File: src/spt_defs.vh
// Offsets, reset values and field masks of the port tuning register group
`ifndef SPT_DEFS_VH
`define SPT_DEFS_VH

`define SPT_OFS_TL_CTRL      8'h8c
`define SPT_OFS_PHY_LANE_GLB 8'h90
`define SPT_OFS_TX_MARGIN    8'h94
`define SPT_OFS_OPMODE       8'h98

`define SPT_RST_TL_CTRL      32'h0079_1094
`define SPT_RST_TL_RSTSEL_UP 32'h0000_0800
`define SPT_RST_PHY_LANE_GLB 32'h0000_8000
`define SPT_RST_TX_MARGIN    32'h0000_116b
`define SPT_RST_OPMODE_5P    32'h005f_0002
`define SPT_RST_OPMODE_6P    32'h007f_0022

`define SPT_VLD_TL_CTRL      32'hbfff_1fff
`define SPT_VLD_PHY_LANE_GLB 32'hffff_807f
`define SPT_VLD_TX_MARGIN    32'h0000_ffff
`define SPT_VLD_OPMODE       32'h0fff_01ff

`define SPT_HOST_TL_CTRL     32'h0000_0060
`define SPT_EE_ONLY_TL_CTRL  32'h0000_0040
`define SPT_SB_OPMODE        32'h0fff_0000
`define SPT_STRAP_OPMODE     32'h0000_01ff

`define SPT_UP_TL_CTRL       32'h3c00_10ff
`define SPT_UP_PHY_LANE_GLB  32'hffff_8000
`define SPT_UP_TX_MARGIN     32'h0000_ffff
`define SPT_UP_OPMODE        32'h00ff_0000

`define SPT_BIT_ORD_OFF      6
`define SPT_BIT_PORT_OFF     10
`define SPT_BIT_RSTSEL       11
`define SPT_POS_RATE_TRY     8
`define SPT_POS_AUX_PHY      16
`define SPT_POS_DELTA        15
`define SPT_POS_CLKBUF       16

`endif

File: src/spt_word.v
// One 32-bit tuning word with host, sideband, autoload and strap update paths
`timescale 1ns/10ps
module spt_word #(
	parameter [31:0] RST     = 32'h0000_0000,
	parameter [31:0] VALID   = 32'hffff_ffff,
	parameter [31:0] HOST_M  = 32'h0000_0000,
	parameter [31:0] SB_M    = 32'hffff_ffff,
	parameter [31:0] EE_M    = 32'hffff_ffff,
	parameter [31:0] HW_M    = 32'h0000_0000
) (
	input  wire        clock,
	input  wire        nrst,
	input  wire        host_we,
	input  wire [3:0]  host_be,
	input  wire [31:0] host_d,
	input  wire        sb_we,
	input  wire        sb_eeprom,
	input  wire [31:0] sb_d,
	input  wire        hw_ld,
	input  wire [31:0] hw_d,
	output reg  [31:0] q_ff
);
	reg  [31:0] nxt_q;
	wire [31:0] be_m;
	wire [31:0] hm;
	wire [31:0] sm;

	assign be_m = {{8{host_be[3]}}, {8{host_be[2]}}, {8{host_be[1]}}, {8{host_be[0]}}};
	assign hm   = HOST_M & VALID & be_m;
	assign sm   = (sb_eeprom ? EE_M : SB_M) & VALID;

	always @*
	begin
		nxt_q = q_ff;
		if (hw_ld)
			nxt_q = (nxt_q & ~(HW_M & VALID)) | (hw_d & HW_M & VALID);
		if (host_we)
			nxt_q = (nxt_q & ~hm) | (host_d & hm);
		// Sideband applied last so it wins a same-cycle collision with the host
		if (sb_we)
			nxt_q = (nxt_q & ~sm) | (sb_d & sm);
	end

	always @(posedge clock)
	begin
		if (!nrst)
			q_ff <= RST & VALID;
		else
			q_ff <= nxt_q;
	end
endmodule // spt_word

File: src/spt_regs.v
// Per-port tuning register group of the packet switch
// Function
// - Sideband SMBus/I2C or EEPROM autoload can overwrite every field default except operation mode strap bits 8:0; bit 6 of 8Ch only from EEPROM.
// - Upstream-only fields take effect from the upstream port's copy.
// - Bit 6 disables relaxed ordering; resets zero; only EEPROM changes default.
// - Bit 10 disables the port when set; resets zero.
// - Bits 9:8 choose rate change attempt count; reset zero.
// - Bits 23:16 reset 79h; low bit one disables PHY error retrain.
// - Bit 11 reset select: one on upstream, zero on downstream.
// - Lane PHY mode in bits 6:0 of word 90h, reset 00h.
// - Global PHY delta bits 31:15 reset 0_0001h, upstream copy only.
// - Operation mode bits 8:0 report straps; bits 15:9 reserved.
// - Operation mode resets 0002h five-port, 0022h six-port.
// - Clock buffer control resets 7Fh six-port, 5Fh five-port.
`timescale 1ns/10ps
`include "spt_defs.vh"
module spt_regs #(
	parameter IS_UPSTREAM = 1,
	parameter SIX_PORT    = 1
) (
	input  wire        clock,
	input  wire        nrst,
	input  wire        cfg_rd,
	input  wire        cfg_wr,
	input  wire [7:0]  cfg_addr,
	input  wire [3:0]  cfg_be,
	input  wire [31:0] cfg_wdata,
	output reg         cfg_ack_ff,
	output reg  [31:0] cfg_rdata_ff,
	input  wire        sb_wr,
	input  wire        sb_eeprom,
	input  wire [7:0]  sb_addr,
	input  wire [31:0] sb_wdata,
	input  wire        sb_load_busy,
	input  wire [8:0]  strap_mode,
	input  wire [31:0] up_tl_ctrl,
	input  wire [31:0] up_phy_lane_glb,
	input  wire [31:0] up_tx_margin,
	input  wire [31:0] up_opmode,
	output reg  [31:0] tl_ctrl_ff,
	output reg  [31:0] phy_lane_glb_ff,
	output reg  [31:0] tx_margin_ff,
	output reg  [31:0] opmode_ff,
	output reg         ordering_rule_off_ff,
	output reg         port_off_ff,
	output reg  [1:0]  rate_change_attempt_count_ff,
	output reg         phy_err_retrain_off_ff,
	output reg         reset_source_sel_ff,
	output reg  [6:0]  lane_phy_mode_ff,
	output reg  [16:0] phy_delta_ff,
	output reg  [15:0] tx_margin_param_ff,
	output reg  [7:0]  clock_buffer_ctrl_ff
);
	localparam [31:0] TL_RST = `SPT_RST_TL_CTRL | (IS_UPSTREAM ? `SPT_RST_TL_RSTSEL_UP : 32'h0000_0000);
	localparam [31:0] OM_RST = SIX_PORT ? `SPT_RST_OPMODE_6P : `SPT_RST_OPMODE_5P;

	wire        take;
	wire        host_we;
	wire [31:0] q_tl;
	wire [31:0] q_phy;
	wire [31:0] q_mrg;
	wire [31:0] q_om;
	wire [31:0] eff_tl;
	wire [31:0] eff_phy;
	wire [31:0] eff_mrg;
	wire [31:0] eff_om;
	wire        we_tl;
	wire        we_phy;
	wire        we_mrg;
	wire        we_om;
	wire        sb_tl;
	wire        sb_phy;
	wire        sb_mrg;
	wire        sb_om;
	reg         strap_done_ff;
	reg  [31:0] nxt_rdata;

	// Host access is held off while sideband or autoload is still filling values
	assign take    = (cfg_rd | cfg_wr) & ~sb_load_busy & ~cfg_ack_ff;
	assign host_we = cfg_wr & take;
	assign we_tl   = host_we & (cfg_addr == `SPT_OFS_TL_CTRL);
	assign we_phy  = host_we & (cfg_addr == `SPT_OFS_PHY_LANE_GLB);
	assign we_mrg  = host_we & (cfg_addr == `SPT_OFS_TX_MARGIN);
	assign we_om   = host_we & (cfg_addr == `SPT_OFS_OPMODE);
	assign sb_tl   = sb_wr & (sb_addr == `SPT_OFS_TL_CTRL);
	assign sb_phy  = sb_wr & (sb_addr == `SPT_OFS_PHY_LANE_GLB);
	assign sb_mrg  = sb_wr & (sb_addr == `SPT_OFS_TX_MARGIN);
	assign sb_om   = sb_wr & (sb_addr == `SPT_OFS_OPMODE);

	spt_word #(
		.RST    (TL_RST),
		.VALID  (`SPT_VLD_TL_CTRL),
		.HOST_M (`SPT_HOST_TL_CTRL),
		.SB_M   (`SPT_VLD_TL_CTRL & ~`SPT_EE_ONLY_TL_CTRL),
		.EE_M   (`SPT_VLD_TL_CTRL),
		.HW_M   (32'h0000_0000)
	) u_tl (
		.clock     (clock),
		.nrst      (nrst),
		.host_we   (we_tl),
		.host_be   (cfg_be),
		.host_d    (cfg_wdata),
		.sb_we     (sb_tl),
		.sb_eeprom (sb_eeprom),
		.sb_d      (sb_wdata),
		.hw_ld     (1'b0),
		.hw_d      (32'h0000_0000),
		.q_ff      (q_tl)
	);

	spt_word #(
		.RST    (`SPT_RST_PHY_LANE_GLB),
		.VALID  (`SPT_VLD_PHY_LANE_GLB),
		.HOST_M (32'h0000_0000),
		.SB_M   (32'hffff_ffff),
		.EE_M   (32'hffff_ffff),
		.HW_M   (32'h0000_0000)
	) u_phy (
		.clock     (clock),
		.nrst      (nrst),
		.host_we   (we_phy),
		.host_be   (cfg_be),
		.host_d    (cfg_wdata),
		.sb_we     (sb_phy),
		.sb_eeprom (sb_eeprom),
		.sb_d      (sb_wdata),
		.hw_ld     (1'b0),
		.hw_d      (32'h0000_0000),
		.q_ff      (q_phy)
	);

	spt_word #(
		.RST    (`SPT_RST_TX_MARGIN),
		.VALID  (`SPT_VLD_TX_MARGIN),
		.HOST_M (32'h0000_0000),
		.SB_M   (32'hffff_ffff),
		.EE_M   (32'hffff_ffff),
		.HW_M   (32'h0000_0000)
	) u_mrg (
		.clock     (clock),
		.nrst      (nrst),
		.host_we   (we_mrg),
		.host_be   (cfg_be),
		.host_d    (cfg_wdata),
		.sb_we     (sb_mrg),
		.sb_eeprom (sb_eeprom),
		.sb_d      (sb_wdata),
		.hw_ld     (1'b0),
		.hw_d      (32'h0000_0000),
		.q_ff      (q_mrg)
	);

	// Strap half is loaded from pins, never from sideband
	spt_word #(
		.RST    (OM_RST),
		.VALID  (`SPT_VLD_OPMODE),
		.HOST_M (32'h0000_0000),
		.SB_M   (`SPT_SB_OPMODE),
		.EE_M   (`SPT_SB_OPMODE),
		.HW_M   (`SPT_STRAP_OPMODE)
	) u_om (
		.clock     (clock),
		.nrst      (nrst),
		.host_we   (we_om),
		.host_be   (cfg_be),
		.host_d    (cfg_wdata),
		.sb_we     (sb_om),
		.sb_eeprom (sb_eeprom),
		.sb_d      (sb_wdata),
		.hw_ld     (~strap_done_ff),
		.hw_d      ({23'h000000, strap_mode}),
		.q_ff      (q_om)
	);

	// Straps are sampled once, in the first cycle after reset release
	always @(posedge clock)
	begin
		if (!nrst)
			strap_done_ff <= 1'b0;
		else
			strap_done_ff <= 1'b1;
	end

	// A downstream copy never governs upstream-only fields
	assign eff_tl  = IS_UPSTREAM ? q_tl : ((q_tl & ~`SPT_UP_TL_CTRL) | (up_tl_ctrl & `SPT_UP_TL_CTRL));
	assign eff_phy = IS_UPSTREAM ? q_phy :
		((q_phy & ~`SPT_UP_PHY_LANE_GLB) | (up_phy_lane_glb & `SPT_UP_PHY_LANE_GLB));
	assign eff_mrg = IS_UPSTREAM ? q_mrg : ((q_mrg & ~`SPT_UP_TX_MARGIN) | (up_tx_margin & `SPT_UP_TX_MARGIN));
	assign eff_om  = IS_UPSTREAM ? q_om : ((q_om & ~`SPT_UP_OPMODE) | (up_opmode & `SPT_UP_OPMODE));

	always @*
	begin
		case (cfg_addr)
			`SPT_OFS_TL_CTRL:      nxt_rdata = eff_tl;
			`SPT_OFS_PHY_LANE_GLB: nxt_rdata = eff_phy;
			`SPT_OFS_TX_MARGIN:    nxt_rdata = eff_mrg;
			`SPT_OFS_OPMODE:       nxt_rdata = eff_om;
			default:               nxt_rdata = 32'h0000_0000;
		endcase
	end

	always @(posedge clock)
	begin
		if (!nrst)
		begin
			cfg_ack_ff                   <= 1'b0;
			cfg_rdata_ff                 <= 32'h0000_0000;
			tl_ctrl_ff                   <= 32'h0000_0000;
			phy_lane_glb_ff              <= 32'h0000_0000;
			tx_margin_ff                 <= 32'h0000_0000;
			opmode_ff                    <= 32'h0000_0000;
			ordering_rule_off_ff         <= 1'b0;
			port_off_ff                  <= 1'b0;
			rate_change_attempt_count_ff <= 2'h0;
			phy_err_retrain_off_ff       <= 1'b0;
			reset_source_sel_ff          <= 1'b0;
			lane_phy_mode_ff             <= 7'h00;
			phy_delta_ff                 <= 17'h00000;
			tx_margin_param_ff           <= 16'h0000;
			clock_buffer_ctrl_ff         <= 8'h00;
		end
		else
		begin
			cfg_ack_ff                   <= take;
			if (take & cfg_rd)
				cfg_rdata_ff <= nxt_rdata;
			tl_ctrl_ff                   <= eff_tl;
			phy_lane_glb_ff              <= eff_phy;
			tx_margin_ff                 <= eff_mrg;
			opmode_ff                    <= eff_om;
			ordering_rule_off_ff         <= eff_tl[`SPT_BIT_ORD_OFF];
			port_off_ff                  <= eff_tl[`SPT_BIT_PORT_OFF];
			rate_change_attempt_count_ff <= eff_tl[`SPT_POS_RATE_TRY +: 2];
			phy_err_retrain_off_ff       <= eff_tl[`SPT_POS_AUX_PHY];
			reset_source_sel_ff          <= IS_UPSTREAM ? eff_tl[`SPT_BIT_RSTSEL] : 1'b0;
			lane_phy_mode_ff             <= eff_phy[6:0];
			phy_delta_ff                 <= eff_phy[`SPT_POS_DELTA +: 17];
			tx_margin_param_ff           <= eff_mrg[15:0];
			clock_buffer_ctrl_ff         <= eff_om[`SPT_POS_CLKBUF +: 8];
		end
	end
endmodule // spt_regs

File: config.mk
export PLATFORM = sky130hd
export DESIGN_NAME = spt_regs
export DESIGN_NICKNAME = d
export VERILOG_FILES = /design/src/spt_word.v /design/src/spt_regs.v
export VERILOG_INCLUDE_DIRS = /design/src /design/src/src
export SDC_FILE = /design/constraint.sdc
export NUM_CORES = 1
export LEC_CHECK = 0
export BUFFER_PORTS_ARGS = -buffer_cell sky130_fd_sc_hd__buf_2
export CORE_AREA = 2 2 172 174
export DETAILED_ROUTE_END_ITERATION = 7
export DIE_AREA = 0 0 174 176
export GPL_TIMING_DRIVEN = 0
export SETUP_SLACK_MARGIN = 0.02
export SLEW_MARGIN = 20
export SYNTH_ARGS = -nofsm -noshare
export SYNTH_HDL_FRONTEND = slang
export SYNTH_SLANG_ARGS = --single-unit
export TNS_END_PERCENT = 20
File: constraint.sdc
create_clock -name clock -period 2.9 [get_ports clock]
set_clock_uncertainty 0.05 [all_clocks]
set_input_delay 0.145 -clock clock [delete_from_list [all_inputs] [get_ports clock]]
set_output_delay 0.145 -clock clock [all_outputs]
set_load 0.005 [all_outputs]
==> parameters.txt <==
Parameter                              Value

CTS
  TritonCTS sink count    212
  H-tree Lvls    1
  Clock-pin slew reported for the worst setup and hold paths after clock tree synthesis    0.06 ns
  Inserted Clock Buffers    24
  CTS root buffer    clkbuf_16
  Insertion delay of the later-clocked pin in the worst-skew pair    0.51 ns
  Post-CTS setup buffer count    0
  Maximum buffer depth of the clock tree    3
  TritonCTS clock tree    built

Synthesis
  Mux cell area share after synthesis    0.0638
  Main area contributors after synthesis    dfxtp_1, buf_4, mux2i_1
  Synth Area in Simple Gates    0.190
  Xor-xnor portion of the synthesized cell area    0
  Number of distinct library cells after synthesis    39
  Flip-flop and latch count after synthesis    212
  Cell Area, Synth    0.00802 sq mm
  Number of enable-type register cells in the synthesized netlist    0
  Top cell type by total area after synthesis    dfxtp_1
  Dominant combinational cell family by area after synthesis    simple AND/OR/NAND/NOR gates
  Fraction of registers with async set or reset after synthesis    0
  Fraction of the mapped netlist area in compound gates    0.0905
  Top FF cell, synth    dfxtp_1
  List of most frequent post-synthesis cells    dfxtp_1, nand2_1, buf_4
  Top-area cell type share of the netlist area    0.530
  Synthesized area per cell    9.39 sq um
  Cell with the most instances after synthesis    dfxtp_1
  Synth warn    0
  Adder-cell area share of the yosys netlist    0
  Gate count after technology mapping    854
  Share of the yosys chip area belonging to registers    0.530

Route
  Violation count after the first detailed-route iteration    349
  Total number of vias    6983
  Antenna viol nets, final    0
  Final routed DRC violation total    0
  Routed vias/inst    4.33
  Total Wirelength    27.0 mm
  Avg WL per Cell    16.8 um
  Detailed-router iteration count before antenna repair    5

Critical path
  Crit Path Max Fanout    5
  Crit path capture type    register
  Family with the most delay on the worst path    simple AND/OR/NAND/NOR gates
  R2r setup slk    0.60 ns
  Cell type of the slowest stage on the worst timing path    dlygate4sd3_1
  Worst R2R Start    cfg_ack_ff
  Critical Path, Cell by Cell    or4bb_1 -> nor4_4 -> mux2i_1 -> a211oi_1 -> dlygate4sd3_1
  Worst flop-to-flop path endpoint    u_tl.q_ff[6]
  Crit Path Class    reg2reg
  Number of buffers and inverters on the critical path    1
  Count of cells along the worst register-to-register path    5
  Stage delay of the slowest cell on the critical path    0.59 ns
  CP arrival    2.64 ns
  Setup crit start kind    register
  Required time reported for the critical path endpoint    3.24 ns

Floorplanning
  Initial core utilization    0.281
  DIE AREA    0.0306 sq mm
  Number of placement rows    62
  Die H    176 um
  X dimension of the die    174 um
  Area of the core    0.0285 sq mm
  Total I/O pin count    443

Worst hold path
  Hold path startpoint    sb_addr[3]
  WHS Path Cells    3
  End point of the worst hold path    u_phy.q_ff[0]
  Type of the most critical hold path    in2reg

Global routing
  Aggregate global-route resource usage    0.170
  M1 GR Usage    0.219
  Wire length of the first global-routing pass    39.7 mm
  Met3 Resource Use GR    0.0405
  Number of antenna violations at the first check in global routing    4
  M2 GR Usage    0.287
  Overflow after GRT    0
  Largest net degree at the start of global routing    15
  Via count of the first global-routing pass    6682
  Most congested layer reported by global routing    met2

STA
  RSZ-0062 raised after global routing    false
  Worst Max-Slew Pin Slew    0.862 ns
  Final period utilization    0.792
  Final max-slew violation count    0
  Final period demand of the worst path    2.30 ns
  Final setup vio count    0
  Fmax achieved    435 MHz
  Final total negative setup slack    0 ns
  Final hold vios    0
  Worst slew slack as a fraction of its limit    0.424
  Hold slack    0.00672 ns

Place
  Placed Cells incl. Taps    1517
  Post-placement cell area    0.00984 sq mm
  RePlAce Congestion    0.780
  Detailed placer's ending HPWL    20.0 mm
  Number of port buffers    241

Power and ir drop
  Fraction of power consumed by the clock network    0.480
  Net switching power    0.00145 W
  Seq pwr share    0.453
  Int Power    0.00510 W
  Share of total power in combinational logic    0.067
  Lkg Pwr    5.47 nW
  IR drop worst, VDD    334 uV
  Ratio of total power to cell area    587 mW/mm^2
  Switching power share of the total    0.222

Final layout
  Area growth from synthesis to final layout    39.4%
  Final-stage net count    1435
  Fraction of final layout cells with drive strength greater than 1    0.316
  Fin cells    1611
  Final Instance Area    0.0112 sq mm

Outcome
  Run status    finished clean

Run
  Number of max-capacitance violations reported    0
## area by class of cell
class                      count  area, sq um
timing repair buffer         289         1690
clock inverter                11          145
fill                        2989        17400
inverter                      24         90.1
antenna                        3         7.51
tap                          384          480
clock buffer                  32          692
sequential                   212         4240
multi-input combinational    509         2910
buffer                       147          918
## stage by stage
stage | setup slack (ns) | util | total power [W]
detailed placement | 0.658 | 0.345 | 0.00342
floorplan | 1.21 | - | 0.00324
global placement | 0.654 | 0.345 | 0.00341
global route | 0.488 | 0.391 | 0.00681
finish | 0.603 | 0.391 | 0.00656
CTS | 0.590 | 0.391 | 0.00664
## worst max-delay path by stage
stage                startpoint                to  cells after the start
floorplan            cfg_ack_ff  cfg_rdata_ff[11]                      6
global placement    cfg_addr[2]  cfg_rdata_ff[22]                      7
detailed placement  cfg_addr[2]  cfg_rdata_ff[22]                      7
CTS                  cfg_ack_ff      u_tl.q_ff[6]                      5
global route               nrst    u_phy.q_ff[30]                      7
finish               cfg_ack_ff      u_tl.q_ff[6]                      5
## worst reg2reg max path, delay by kind of cell, from the launching register on
kind                   cells  cell delay (ns)
AO/OA/AOI/OAI              1             0.09
buffers and inverters      1             0.59
flip-flops                 1             0.33
multiplexers               1             0.24
AND/OR/NAND/NOR            2             0.90
## cell families (layout without fill, tap and decap cells)
family | Yosys count | after routing
flops | 212 | 212
simple gates | 308 | 308
mux | 51 | 51
compound gates | 111 | 111
buf+inv | 171 | 503
other cells | 1 | 42
## layer usage
metal	wire length [um]	vias up	share of wire
met3	1940	35	0.072
li1	-	3413	-
met2	12900	259	0.48
met1	11800	3276	0.44
met4	422	0	0.016
met5	0	-	0
## flip-flops by register name, indices dropped and copies added, names as in the netlist
| name | count |
|---|---|
| cfg_rdata_ff | 32 |
| u_tl.q_ff | 28 |
| tl_ctrl_ff | 27 |
| phy_lane_glb_ff | 24 |
| u_phy.q_ff | 24 |
| opmode_ff | 21 |
| u_om.q_ff | 21 |
| tx_margin_ff | 16 |
| u_mrg.q_ff | 16 |
| cfg_ack_ff | 1 |
| rate_change_attempt_count_ff | 1 |
| strap_done_ff | 1 |
## cells in the final DEF, fill, tap and decap left out, types with 39 or more instances in the layout
cell,Yosys,layout
nand3_1,43,43
and2_1,66,66
clkbuf_1,43,46
nand2_1,128,128
nor2_1,41,41
dlygate4sd3_1,0,48
o21ai_0,40,40
buf_4,94,94
mux2i_1,50,50
conb_1,1,39
buf_2,5,246
dfxtp_1,212,212
## power by group through the flow
stage               sequential (W)  combinational, W  clock, W
floorplan                  0.00303          0.000205         0
global placement           0.00303          0.000382         0
detailed placement         0.00303          0.000384         0
CTS                        0.00297          0.000439   0.00324
global route               0.00297          0.000477   0.00336
finish                     0.00297          0.000440   0.00315
## what timing repair did
| action | in CTS | in global routing |
|---|---|---|
| hold buffers | 48 | 0 |
| hold endpoints to repair | 92 | 0 |
| gates resized for setup | 0 | 0 |
No activity file was read; power rests on OpenSTA's default activity.
